## src/host_port_pkg.sv

```systemverilog
// constants for the multiplexed host command port
package host_port_pkg;
	localparam int          ADDR_W        = 8;
	localparam logic [2:0]  IDX_CMD_STAT  = 3'h0;
	localparam logic [2:0]  IDX_DATA_ONE  = 3'h1;
	localparam logic [2:0]  IDX_DATA_TWO  = 3'h2;
	localparam logic [2:0]  IDX_DATA_THR  = 3'h3;
	localparam logic [2:0]  IDX_AUX_A     = 3'h4;
	localparam logic [2:0]  IDX_AUX_B     = 3'h5;
	localparam logic [2:0]  IDX_MAIN_A    = 3'h6;
	localparam logic [2:0]  IDX_MAIN_B    = 3'h7;
	localparam int          ADR_IDX_LSB   = 0;
	localparam int          ADR_EXEC_BIT  = 3;
	localparam int          ADR_NIB_LSB   = 4;
	localparam logic [3:0]  SELECT_NIBBLE = 4'h2;
	localparam int          ST_BUSY       = 7;
	localparam int          ST_ALARM      = 6;
	localparam int          ST_MAIN_END   = 5;
	localparam int          ST_AUX_END    = 4;
	localparam int          ST_DATA_MSB   = 3;
	localparam int          ST_VSYNC      = 2;
	localparam int          CMD_TYPE_LSB  = 4;
	localparam int          PRM_DIR       = 3;
	localparam int          PRM_INC       = 2;
	localparam int          PRM_PTR       = 1;
	localparam logic [1:0]  SRC_MAIN_AUX  = 2'h1;
	localparam logic [1:0]  SRC_AUX_MAIN  = 2'h2;
	localparam logic [1:0]  STOP_AT_END   = 2'h1;
	localparam logic [1:0]  STOP_NEVER    = 2'h2;
	localparam logic [7:0]  VSYNC_SET_CMD = 8'h99;
	localparam logic [7:0]  VSYNC_CLR_CMD = 8'h95;
	localparam logic [5:0]  ROW_LAST_X    = 6'h27;
	localparam logic [7:0]  REG_RESET     = 8'h00;
	localparam logic        MASK_RESET    = 1'b1;
endpackage : host_port_pkg

```

## src/muxed_host_command_port.sv

```systemverilog
// multiplexed address/data host port with command and status registers
//
// Overview of operation
// address strobe fall latches bus and select
// address bits: index, execute, nibble, select
// selected when nibble is 2, select low
// unselected: bus floats, no register writes
// data access only while selected, strobe low
// index zero: command write, status read
// indices one-seven are argument registers
// indirect registers and memory reached through them
// command: four-bit type, four parameter bits
// direction one moves toward data registers
// increment and pointer select parameter bits
// move source/destination codes 01 and 10
// stop codes: 01 buffer end, 10 never
// busy set at start, cleared at completion
// row end flag when pointer x is 39
// alarm when row end and increment
// status bit 3 shows data one msb
// status bit 2 shows masked vertical sync
// mask set forces status bit 2 low
// status bits one and zero read zero
// flags 4-6 cleared when command starts
// execute on data strobe trailing edge
// host may load command and arguments anyway
// host issues dummy execute command first
// busy restricts host register access
// busy without execute: only status read
// busy with execute: command write aborts
// busy and flags reset to zero
`timescale 1ns/1ps
module muxed_host_command_port
	import host_port_pkg::*;
(
	// clock and reset
	input  wire logic                      clk_i,
	input  wire logic                      arst_n_i,
	// host multiplexed bus
	input  wire logic [host_port_pkg::ADDR_W-1:0] bus_i,
	output logic      [host_port_pkg::ADDR_W-1:0] bus_o,
	output logic                           bus_oe_n_o,
	input  wire logic                      address_latch_strobe_i,
	input  wire logic                      data_phase_strobe_n_i,
	input  wire logic                      read_not_write_i,
	input  wire logic                      chip_select_n_i,
	// display engine side
	input  wire logic                      vsync_i,
	input  wire logic                      cmd_done_i,
	input  wire logic                      row_end_main_i,
	input  wire logic                      row_end_aux_i,
	input  wire logic                      ptr_increment_i,
	input  wire logic                      arg_wr_i,
	input  wire logic [2:0]                arg_idx_i,
	input  wire logic [7:0]                arg_data_i,
	output logic                           cmd_start_o,
	output logic [7:0]                     command_o,
	output logic [55:0]                    args_o
);
	import host_port_pkg::*;

	// pin synchronisers
	logic [7:0] bus_s1_reg, bus_s2_reg;
	logic       as_s1_reg, as_s2_reg, as_d_reg;
	logic       ds_s1_reg, ds_s2_reg, ds_d_reg;
	logic       rw_s1_reg, rw_s2_reg;
	logic       cs_s1_reg, cs_s2_reg;
	logic       vs_s1_reg, vs_s2_reg;
	// state
	logic [8:0] addr_reg;
	logic [7:0] command_word_reg;
	logic [7:0] arg_reg [1:7];
	logic       busy_reg, alarm_reg, main_end_reg, aux_end_reg;
	logic       vmask_reg, start_reg;
	logic [7:0] rd_data_reg;
	logic       drive_reg;

	always_ff @(posedge clk_i or negedge arst_n_i) begin
		if (!arst_n_i) begin
			bus_s1_reg <= 8'h00;
			bus_s2_reg <= 8'h00;
			{as_s1_reg, as_s2_reg, as_d_reg} <= 3'h0;
			{ds_s1_reg, ds_s2_reg, ds_d_reg} <= 3'h7;
			{rw_s1_reg, rw_s2_reg} <= 2'h3;
			{cs_s1_reg, cs_s2_reg} <= 2'h3;
			{vs_s1_reg, vs_s2_reg} <= 2'h0;
		end else begin
			bus_s1_reg <= bus_i;
			bus_s2_reg <= bus_s1_reg;
			as_s1_reg  <= address_latch_strobe_i;
			as_s2_reg  <= as_s1_reg;
			as_d_reg   <= as_s2_reg;
			ds_s1_reg  <= data_phase_strobe_n_i;
			ds_s2_reg  <= ds_s1_reg;
			ds_d_reg   <= ds_s2_reg;
			rw_s1_reg  <= read_not_write_i;
			rw_s2_reg  <= rw_s1_reg;
			cs_s1_reg  <= chip_select_n_i;
			cs_s2_reg  <= cs_s1_reg;
			vs_s1_reg  <= vsync_i;
			vs_s2_reg  <= vs_s1_reg;
		end
	end

	// decode
	wire       as_fall   = as_d_reg & ~as_s2_reg;
	wire       ds_active = ~ds_s2_reg;
	wire       ds_rise   = ~ds_d_reg & ds_s2_reg;
	wire [2:0] idx       = addr_reg[ADR_IDX_LSB +: 3];
	wire       exec_req  = addr_reg[ADR_EXEC_BIT];
	wire [3:0] nibble    = addr_reg[ADR_NIB_LSB +: 4];
	wire       sel_n     = addr_reg[8];
	wire       selected  = (nibble == SELECT_NIBBLE) && !sel_n;
	wire       access    = selected && !as_s2_reg && ds_active;
	wire       is_cmd    = (idx == IDX_CMD_STAT);
	// busy gating of the data phase
	wire       allow_arg = !busy_reg;
	wire       allow_cmd = !busy_reg || exec_req;
	wire       wr_now    = access && !rw_s2_reg;
	wire       cmd_wr    = wr_now && is_cmd && allow_cmd;
	wire       arg_wr    = wr_now && !is_cmd && allow_arg;
	wire       launch    = ds_rise && selected && exec_req;
	wire [7:0] status_word;
	wire [7:0] cmd_next  = cmd_wr ? bus_s2_reg : command_word_reg;
	wire       vsync_bit = !vmask_reg && vs_s2_reg;
	// move and stop fields of the held command, passed on to the engine
	wire [1:0] move_code = command_word_reg[3:2];
	wire [1:0] stop_code = command_word_reg[1:0];

	assign status_word = {busy_reg, alarm_reg, main_end_reg,
		aux_end_reg, arg_reg[IDX_DATA_ONE][7],
		vsync_bit, 2'b00};

	// address phase latch
	always_ff @(posedge clk_i or negedge arst_n_i) begin
		if (!arst_n_i)
			addr_reg <= 9'h100;
		else if (as_fall)
			addr_reg <= {cs_s2_reg, bus_s2_reg};
	end

	// command and argument registers
	always_ff @(posedge clk_i or negedge arst_n_i) begin
		if (!arst_n_i) begin
			command_word_reg <= REG_RESET;
			for (int i = 1; i < 8; i++)
				arg_reg[i] <= REG_RESET;
		end else begin
			command_word_reg <= cmd_next;
			if (arg_wr)
				arg_reg[idx] <= bus_s2_reg;
			else if (arg_wr_i && arg_idx_i != IDX_CMD_STAT)
				arg_reg[arg_idx_i] <= arg_data_i;
		end
	end

	// busy, status flags and vertical sync mask
	always_ff @(posedge clk_i or negedge arst_n_i) begin
		if (!arst_n_i) begin
			busy_reg     <= 1'b0;
			alarm_reg    <= 1'b0;
			main_end_reg <= 1'b0;
			aux_end_reg  <= 1'b0;
			vmask_reg    <= MASK_RESET;
			start_reg    <= 1'b0;
		end else begin
			start_reg <= launch;
			if (launch) begin
				busy_reg     <= 1'b1;
				alarm_reg    <= 1'b0;
				main_end_reg <= 1'b0;
				aux_end_reg  <= 1'b0;
				if (cmd_next == VSYNC_SET_CMD)
					vmask_reg <= 1'b1;
				else if (cmd_next == VSYNC_CLR_CMD)
					vmask_reg <= 1'b0;
			end else begin
				if (cmd_done_i)
					busy_reg <= 1'b0;
				if (row_end_main_i)
					main_end_reg <= 1'b1;
				if (row_end_aux_i)
					aux_end_reg <= 1'b1;
				if ((row_end_main_i || row_end_aux_i) && ptr_increment_i)
					alarm_reg <= 1'b1;
			end
		end
	end

	// read path: data outputs from flip-flops
	always_ff @(posedge clk_i or negedge arst_n_i) begin
		if (!arst_n_i) begin
			rd_data_reg <= 8'h00;
			drive_reg   <= 1'b0;
		end else begin
			drive_reg <= access && rw_s2_reg;
			if (is_cmd)
				rd_data_reg <= status_word;
			else if (allow_arg)
				rd_data_reg <= arg_reg[idx];
			else
				rd_data_reg <= 8'h00;
		end
	end

	assign bus_o       = rd_data_reg;
	assign bus_oe_n_o  = !drive_reg;
	assign cmd_start_o = start_reg;
	assign command_o   = command_word_reg;
	assign args_o      = {arg_reg[7], arg_reg[6], arg_reg[5], arg_reg[4],
		arg_reg[3], arg_reg[2], arg_reg[1]};
endmodule : muxed_host_command_port

```

## config.mk

```make
export PLATFORM = sky130hd
export DESIGN_NAME = muxed_host_command_port
export DESIGN_NICKNAME = d
export VERILOG_FILES = /design/src/host_port_pkg.sv /design/src/muxed_host_command_port.sv
export SDC_FILE = /design/constraint.sdc
export NUM_CORES = 1
export LEC_CHECK = 0
export BUFFER_PORTS_ARGS = -buffer_cell sky130_fd_sc_hd__buf_4
export CORE_MARGIN = 5
export CORE_UTILIZATION = 55
export CTS_CLUSTER_SIZE = 25
export DETAILED_ROUTE_END_ITERATION = 10
export GPL_TIMING_DRIVEN = 1
export PLACE_DENSITY = 0.87
export SETUP_SLACK_MARGIN = 0.15
export SLEW_MARGIN = 20
export SYNTH_ARGS = -nofsm -noshare
export SYNTH_HDL_FRONTEND = slang
export SYNTH_SLANG_ARGS = --single-unit
```

## constraint.sdc

```tcl
create_clock -name clk_i -period 2.3 [get_ports clk_i]
set_clock_uncertainty 0.15 [all_clocks]
set_input_delay 0.115 -clock clk_i [delete_from_list [all_inputs] [get_ports clk_i]]
set_output_delay 0.115 -clock clk_i [all_outputs]
set_load 0.02 [all_outputs]
```

Word-level counts from Yosys, hierarchy flattened
Cells that the tools add are included.
{"block": "word_totals", "regBits": 116, "in_bits": 31, "output_inout_bits": 74}
{"block": "op_classes", "magnitude_cmp": 4, "eq_ne": 3, "muxes": 24, "bitwise": 7, "n_reduce_logical": 34}
{"cell": "bitwise mux 56 bit", "n": 2}
{"cell": "2-to-1 mux 56 bit", "n": 2}
{"cell": "2-to-1 mux 8 bit", "n": 7}
{"cell": "demux 8 bit (select 3 bit)", "n": 2}
{"cell": "binary-select mux 8 bit (select 3 bit)", "n": 1}
{"cell": "== test 8 bit, second input constant", "n": 2}
{"cell": "logical AND 1 bit", "n": 16}
{"cell": "nonzero test 2 bit", "n": 6}
{"cell": "2-to-1 mux 1 bit", "n": 10}
{"cell": ">= comparator 4 bit, second input constant", "n": 2}
{"cell": "< comparator 4 x 1 -> 1 bit, second input constant", "n": 2}
{"cell": "inverter 3 -> 4 bit", "n": 2}
{"cell": "zero test 1 bit", "n": 7}
{"cell": "== test 4 x 2 -> 1 bit, second input constant", "n": 1}
{"cell": "zero test 3 bit", "n": 1}
{"cell": "inverter 1 bit", "n": 3}
{"cell": "nonzero test 3 bit", "n": 1}
{"cell": "AND 1 bit", "n": 2}
{"cell": "logical OR 1 bit", "n": 2}
{"cell": "AND reduction 2 bit", "n": 1}

Logic depth before layout (Yosys ltp)
Gate-level depths: netlist of run 1.
{"block": "depth", "word_depth": 11, "ltp_mapped": 8, "mapped_depth_nobuf": 5}

Worst setup path before layout of run 1
Ideal clock, no wire load.
{"block": "synth_timing", "path_kind": "reg2reg", "start": "reg addr_reg[0]", "end": "reg arg_reg, in the netlist args_o[24]", "arrival_ns": 1.831, "required_time_ns": 2.032, "path_slack_ns": 0.201, "path_stages_with_launch": 7, "path_buffers": 1, "cell_sequence": "dfrtp_1 buf_6 nor3_4 nor2_4 a2111oi_4 nor2_2 a21o_1"}
{"block": "synth_via", "elab_chain_cells": 7}
{"item": "start, declared", "line": "muxed_host_command_port.sv:70", "source": "logic [8:0] addr_reg;"}
{"item": "start signal, assigned", "line": "muxed_host_command_port.sv:139", "source": "addr_reg <= {cs_s2_reg, bus_s2_reg};"}
{"item": "inverter 3 -> 4 bit (not written as such)", "line": "muxed_host_command_port.sv:151", "source": "arg_reg[idx] <= bus_s2_reg;"}
{"item": ">= comparator 4 bit (not written as such) or < comparator 4 x 1 -> 1 bit (tied branches)", "line": "muxed_host_command_port.sv:151"}
{"item": "logical AND 1 bit (not written as such)", "line": "muxed_host_command_port.sv:151"}
{"item": "2-to-1 mux 8 bit (not written as such)", "line": "muxed_host_command_port.sv:151"}
{"item": "demux 8 bit (select 3 bit)", "line": "muxed_host_command_port.sv:151"}
{"item": "bitwise mux 56 bit", "line": "muxed_host_command_port.sv:151"}
{"item": "2-to-1 mux 56 bit", "line": "muxed_host_command_port.sv:150", "source": "if (arg_wr)"}
{"item": "end signal, assigned by index", "line": "muxed_host_command_port.sv:151"}
{"item": "end signal, assigned by index", "line": "muxed_host_command_port.sv:153", "source": "arg_reg[arg_idx_i] <= arg_data_i;"}
{"item": "end, declared", "line": "muxed_host_command_port.sv:72", "source": "logic [7:0] arg_reg [1:7];"}
Parallel ways exist; a longest one is shown, timed or not.
A chain may end at the register's enable or synchronous reset.

Worst setup path in the final report of run 1
{"block": "layout_timing", "start": "reg addr_reg[8]", "end": "reg arg_reg, in the netlist args_o[19]"}
{"block": "layout_via", "elab_chain_cells": 8}
{"item": "zero test 1 bit (*)", "line": "muxed_host_command_port.sv:113", "source": "wire selected = (nibble == SELECT_NIBBLE) && !sel_n;"}
{"item": "logical AND 1 bit (*)", "line": "muxed_host_command_port.sv:113"}
{"item": "logical AND 1 bit (*) (2 in a row)", "line": "muxed_host_command_port.sv:114", "source": "wire access = selected && !as_s2_reg && ds_active;"}
{"item": "logical AND 1 bit (*)", "line": "muxed_host_command_port.sv:119", "source": "wire wr_now = access && !rw_s2_reg;"}
{"item": "logical AND 1 bit (*) (2 in a row)", "line": "muxed_host_command_port.sv:121", "source": "wire arg_wr = wr_now && !is_cmd && allow_arg;"}
{"item": "2-to-1 mux 56 bit or nonzero test 2 bit (tied branches)"}
Every way passes the cells marked *; elsewhere a longest branch is shown, timed or not.

==> run summary, run 1 <==
Run status
* completed — result of the run

Critical path
* 8 — Max FO, Critical Path
* 2 — worst path buffer plus inverter count
* dfstp_2 — Critical Path Slowest Stage Cell
* 2.38 ns — data arrival time of the worst path
* simple AND/OR/NAND/NOR gates — category of cells accounting for the largest share of critical-path delay
* register — kind of launch point of the worst setup path
* addr_reg[8]$_DFFE_PN1P_ — startpoint of the most critical register-to-register path
* 2.54 ns — data required time of the worst path
* reg2reg — Worst Setup Path Type
* nor4b_4 > buf_4 > nand2_2 > nor4_4 > buf_6 > nor3b_1 > a221o_1 — cells along the critical path
* 0.41 ns — biggest cell delay along the critical path
* addr_reg[8]$_DFFE_PN1P_ — CP Launch Point
* register — kind of capture point of the worst setup path

Synth
* 5240 sq um — Mapped Area
* 116 — register bit total from synthesis
* 12.0 sq um — syn avg cell area
* 0 — Synth warnings
* 1.00 — proportion of synthesized flip-flops having asynchronous set or reset
* 0 — number of flops mapped to enable cells by yosys
* dfrtp_1 — main flop type after synthesis
* 0.556 — sequential share of the synthesized area
* 469 — Syn Nets
* 438 — Post-Synthesis Cells
* 52 — count of unique library cells instantiated by Yosys

Clock tree
* clkbuf_8 — root buffer cell
* 0.52 ns — clock latency on the worst-skew pair
* 116 — clk sink count
* yes — CTS tree
* 2 — buffer levels on the longest clock path
* 4 — depth of the CTS H-tree
* 17 — total CTS buffers
* 0.06 ns — Worst-path clk slew

Power
* 3.47 nW — total leakage power
* 0.00466 W — cell-internal power
* 633 uV — Peak supply drop
* 0.386 — Reg power frac
* 0.319 — switching share of power
* 0.373 — clock network fraction of total power
* 0.240 — combinational share of power
* 0.00219 W — Sw Pwr
* 942 nW/um^2 — power density relative to cell area

Place
* 0.922 — routability congestion estimate from global placement
* 104 — total of buffers placed on input and output ports
* 10.9 mm — final HPWL from detailed placement

Routing
* 5 — DR pass1 iterations
* 6.26 — via/cell ratio
* 0 — post-route DRC violation count
* 0 — antenna violation net count after detailed routing
* 4677 — total number of vias
* 446 — first-iteration detailed-routing DRC count
* 22.7 um — Routed wire per std cell
* 17.0 mm — total routed wirelength

Finish
* 0 — Antenna diodes
* 0.380 — fraction of final layout cells with drive strength greater than 1
* buf_4 (141), dfrtp_1 (107), nand2_1 (31) — commonest cells after routing, fill and taps aside
* 636 — total number of nets in the final design
* buf_4 — most common cell after layout, fill and taps aside
* 56 — flip-flop count of the largest register, all copies and words added
* 38.8% — relative area change from synthesis to final layout

Floorplan
* 105 — total I/O pin count
* 9280 sq um — Floorplan Core Area
* 11600 sq um — DIE AREA
* 108 um — Horiz. Die Dim
* 35 — Placement Rows
* 0.564 — starting density of the core
* 108 um — vertical die dimension

GRT
* 26.6 mm — first-pass GRT wire length
* 4889 — vias in the first global route
* 0 — number of antenna violations at the first check in global routing
* 0.304 — overall fraction of global-route tracks in use
* 0 — grt total ovfl
* 58 — pin count of the biggest net entering global routing

Min path
* arg_idx_i[1] — start point of the worst min-delay path
* in2reg — worst min-delay path class

Timing
* 0.930 — Final period util
* 0 — Slew Limit Fails
* yes — setup repair after global routing missed its margin
* 0.0356 ns — hold slack final
* 0.641 ns — Worst Max-Slew Pin Slew
* 0 — Final Hold Viols
* 2.14 ns — final worst path period need
* 0.569 — Worst slew margin
* 0 ns — TNS Setup
* 468 MHz — upper clock frequency limit
* 0 — setup violation total in the final timing report

Run
* 0 — maximum capacitance violations

## path summary, 6_finish.rpt
check                                    endpoint  slack [ns]  depth (start not counted)
setup / recovery           args_o[19]$_DFFE_PN0P_        0.16                          7
hold / removal             args_o[15]$_DFFE_PN0P_        0.04                          4
setup reg to reg           args_o[19]$_DFFE_PN0P_        0.16                          7
hold reg to reg               as_s2_reg$_DFF_PN0_        0.20                          0
max in group asynchronous  args_o[34]$_DFFE_PN0P_        1.01                          4
min in group asynchronous  args_o[31]$_DFFE_PN0P_        0.43                          3
## routing by layer
metal | routed length [um] | global-route usage | vias to the layer above | share of wire
met5 | 0 | 0 | - | 0
met4 | 1020 | 0.169 | 0 | 0.060
met3 | 2040 | 0.0840 | 90 | 0.12
met2 | 7820 | 0.464 | 382 | 0.46
met1 | 6100 | 0.391 | 2247 | 0.36
li1 | - | - | 1958 | -
## worst reg2reg max path: stages (launching register included)
cell and delay [ns]:
dfstp_2 0.41, nor4b_4 0.31, buf_4 0.18, nand2_2 0.12
nor4_4 0.29, buf_6 0.20, nor3b_1 0.06, a221o_1 0.28
## area by class of cell
| type | count | area (sq um) |
|---|---|---|
| clock buffers | 18 | 428 |
| fillers | 557 | 2010 |
| well taps | 129 | 161 |
| clock inverters | 14 | 153 |
| multi-input cells | 273 | 2120 |
| repair buffers | 175 | 1420 |
| inverters | 22 | 82.6 |
| flip-flops and latches | 116 | 2910 |
## synthesized netlist by cell type (13+ instances only)
master	n	share of area
o21ai_1	14	0.013
nor2_1	13	0.0093
nand2_1	31	0.022
a22o_1	30	0.050
dfrtp_1	107	0.51
mux2_2	18	0.039
a22oi_1	16	0.023
o21ai_0	15	0.014
a21o_1	30	0.043
inv_1	22	0.016
## logic make-up after synthesis
| family | Yosys count | share of synthesized area |
|---|---|---|
| and+or+nand+nor | 98 | 0.120 |
| DFF | 116 | 0.556 |
| AOI/OAI and AO/OA | 145 | 0.213 |
| buffers and inverters | 49 | 0.0425 |
| muxes | 30 | 0.0688 |
## power groups by stage
stage	registers [W]	logic [W]	clock network (W)
floorplan	0.00288	0.000565	0
detailed placement	0.00266	0.00156	0
global route	0.00268	0.00174	0.00270
CTS	0.00263	0.00163	0.00258
finish	0.00265	0.00165	0.00256
global placement	0.00265	0.00153	0
## metrics by stage
step	util	setup slack (ns)	instances	instance area (sq um)	total power (W)
2_1_floorplan	-	0.201	438	5240	0.00344
3_3_place_gp	0.680	0.0699	679	6320	0.00418
3_5_place_dp	0.680	0.00440	679	6320	0.00422
4_1_cts	0.780	0.150	745	7240	0.00684
5_1_grt	0.783	0.0581	747	7270	0.00712
6_report	0.783	0.161	747	7270	0.00685
## timing repair
action                                 CTS  global route
endpoints found under the hold margin  189             0
pin swaps                                1             2
gates cloned                             0             1
setup endpoints to repair               46            30
setup buffers                            3             1
hold buffers                            31             0
resized for setup                        2             6
No activity file was read; power rests on OpenSTA's default activity.
==> run 2, diff against run 1 <==
--- a/config.mk
+++ b/config.mk
@@ -12,6 +12,7 @@
 export DETAILED_ROUTE_END_ITERATION = 10
 export GPL_TIMING_DRIVEN = 1
 export PLACE_DENSITY = 0.87
+export REMOVE_ABC_BUFFERS = 1
 export SETUP_SLACK_MARGIN = 0.15
 export SLEW_MARGIN = 20
 export SYNTH_ARGS = -nofsm -noshare
==> run summary, run 2 (synthesized netlist as in run 1, its figures left out) <==
Clock tree
* 4 — depth of the CTS H-tree, unchanged
* clkbuf_8 — root buffer cell, unchanged
* yes — CTS tree, unchanged
* 0.51 ns — clock latency on the worst-skew pair, was 0.52 ns
* 17 — total CTS buffers, unchanged
* 2 — buffer levels on the longest clock path, unchanged
* 0.06 ns — Worst-path clk slew, about the same
* 116 — clk sink count, unchanged

Routing
* 4511 — total number of vias, was 4677
* 428 — first-iteration detailed-routing DRC count, was 446
* 0 — post-route DRC violation count, unchanged
* 0 — antenna violation net count after detailed routing, unchanged
* 22.0 um — Routed wire per std cell, was 22.7 um
* 5 — DR pass1 iterations, unchanged
* 6.13 — via/cell ratio, was 6.26
* 16.2 mm — total routed wirelength, was 17.0 mm

GRT
* 0.298 — overall fraction of global-route tracks in use, was 0.304
* 0 — grt total ovfl, unchanged
* 1 — number of antenna violations at the first check in global routing, was 0
* 26.0 mm — first-pass GRT wire length, was 26.6 mm
* 4632 — vias in the first global route, was 4889
* 50 — pin count of the biggest net entering global routing, was 58

Critical path
* register — kind of capture point of the worst setup path, unchanged
* dfstp_2 — Critical Path Slowest Stage Cell, unchanged
* 2.55 ns — data required time of the worst path, was 2.54 ns
* nor4b_4 > and2_2 > buf_4 > a211oi_4 > buf_12 > nor3b_1 > a221o_1 — cells along the critical path, was nor4b_4 > buf_4 > nand2_2 > nor4_4 > buf_6 > nor3b_1 > a221o_1
* reg2reg — Worst Setup Path Type, unchanged
* 16 — Max FO, Critical Path, was 8
* register — kind of launch point of the worst setup path, unchanged
* 0.60 ns — biggest cell delay along the critical path, was 0.41 ns
* 2.36 ns — data arrival time of the worst path, was 2.38 ns
* 7 — FF-to-FF path depth, unchanged

Timing
* 0 — Final Hold Viols, unchanged
* 0.585 — Worst slew margin, was 0.569
* yes — setup repair after global routing missed its margin, unchanged
* 0 — setup violation total in the final timing report, unchanged
* 2.12 ns — final worst path period need, was 2.14 ns
* 0.921 — Final period util, was 0.930
* 0.622 ns — Worst Max-Slew Pin Slew, was 0.641 ns
* 472 MHz — upper clock frequency limit, was 468 MHz
* 0 — Slew Limit Fails, unchanged
* 0.0174 ns — hold slack final, was 0.0356 ns

Power
* 560 uV — Peak supply drop, was 633 uV
* 949 nW/um^2 — power density relative to cell area, was 942 nW/um^2
* 3.43 nW — total leakage power, was 3.47 nW

Place
* 104 — total of buffers placed on input and output ports, unchanged
* 10.5 mm — final HPWL from detailed placement, was 10.9 mm
* 0.906 — routability congestion estimate from global placement, was 0.922

Finish
* 37.7% — relative area change from synthesis to final layout, was 38.8%
* 56 — flip-flop count of the largest register, all copies and words added, unchanged
* 625 — total number of nets in the final design, was 636
* buf_4 (131), dfrtp_1 (107), nand2_1 (31) — commonest cells after routing, fill and taps aside, was buf_4 (141), dfrtp_1 (107), nand2_1 (31)
* buf_4 — most common cell after layout, fill and taps aside, unchanged
* 0 — Antenna diodes, unchanged
* 0.777 — Final Core Density, was 0.783
* 0.367 — fraction of final layout cells with drive strength greater than 1, was 0.380

Floorplan
* 35 — Placement Rows, unchanged
* 108 um — Horiz. Die Dim, unchanged
* 105 — total I/O pin count, unchanged
* 108 um — vertical die dimension, unchanged
* 0.564 — starting density of the core, unchanged
* 9280 sq um — Floorplan Core Area, unchanged
* 11600 sq um — DIE AREA, unchanged

Min path
* in2async — worst min-delay path class, was in2reg

Run
* 0 — maximum capacitance violations, unchanged

Run status
* completed — result of the run, unchanged

[run 2: cell count changes in the layout (fill, tap and decap cells not counted), moves of 2 or more]
cell,delta
buf_12,+2
buf_4,-10
clkbuf_8,+2
clkinv_4,+2
inv_6,-4
[run 2: path summary, 6_finish.rpt]
kind	start	to	slack (ns)
setup / recovery	addr_reg[8]$_DFFE_PN1P_	args_o[22]$_DFFE_PN0P_	0.18
hold / removal	arst_n_i	bus_s1_reg[7]$_DFF_PN0_	0.02
setup reg to reg	addr_reg[8]$_DFFE_PN1P_	args_o[22]$_DFFE_PN0P_	0.18
hold reg to reg	bus_s1_reg[1]$_DFF_PN0_	bus_s2_reg[1]$_DFF_PN0_	0.20
max in group asynchronous	arst_n_i	args_o[12]$_DFFE_PN0P_	1.25
min in group clk_i	bus_i[6]	bus_s1_reg[6]$_DFF_PN0_	0.10
[run 2: critical path: cells and delay by family, from the launching register on]
family | cells | cell delay (ns)
flops | 1 | 0.60
compound gates | 2 | 0.50
buf+inv | 2 | 0.36
simple gates | 3 | 0.38
[run 2: where the power goes]
| group | leakage, nW | switching [W] | internal [W] | total, W |
|---|---|---|---|---|
| registers | 1.41 | 0.000292 | 0.00235 | 0.00264 |
| logic | 1.74 | 0.000898 | 0.000725 | 0.00162 |
| clock network | 0.280 | 0.000952 | 0.00163 | 0.00258 |
| total | 3.43 | 0.00214 | 0.00470 | 0.00685 |
[run 2: cell type report]
class                           instances  area, sq um
Sequential cell                       116         2910
Multi-Input combinational cell        273         2120
Timing Repair Buffer                  164         1350
Clock buffer                           21          459
Inverter                               22         82.6
Clock inverter                         11          128
Fill cell                             601         2070
Tap cell                              129          161
[run 2: metal layers]
| layer | share of wire | wire, um | global-route usage |
|---|---|---|---|
| met1 | 0.39 | 6390 | 0.407 |
| met2 | 0.48 | 7720 | 0.455 |
| met3 | 0.099 | 1610 | 0.0720 |
| met4 | 0.030 | 485 | 0.132 |
| met5 | 0.00086 | 14 | 0 |
[run 2: repair_timing]
action	in CTS	in global routing
endpoints found under the setup margin	12	30
buffers inserted	0	1
hold buffers	29	0
endpoints found under the hold margin	166	0
gates resized for setup	2	3
pin swaps	0	1
[run 2: through the flow]
step / total power [W] / TNS (ns) / std cells / instance area [sq um] / worst slack [ns]
after detailed placement: 0.00421 / 0 / 674 / 6320 / 0.141
after global placement: 0.00416 / 0 / 674 / 6320 / 0.182
after CTS: 0.00684 / 0 / 735 / 7200 / 0.134
after floorplan: 0.00341 / -6.82 / 411 / 5100 / -0.220
final: 0.00685 / 0 / 736 / 7210 / 0.182
after global routing: 0.00710 / 0 / 736 / 7210 / 0.121
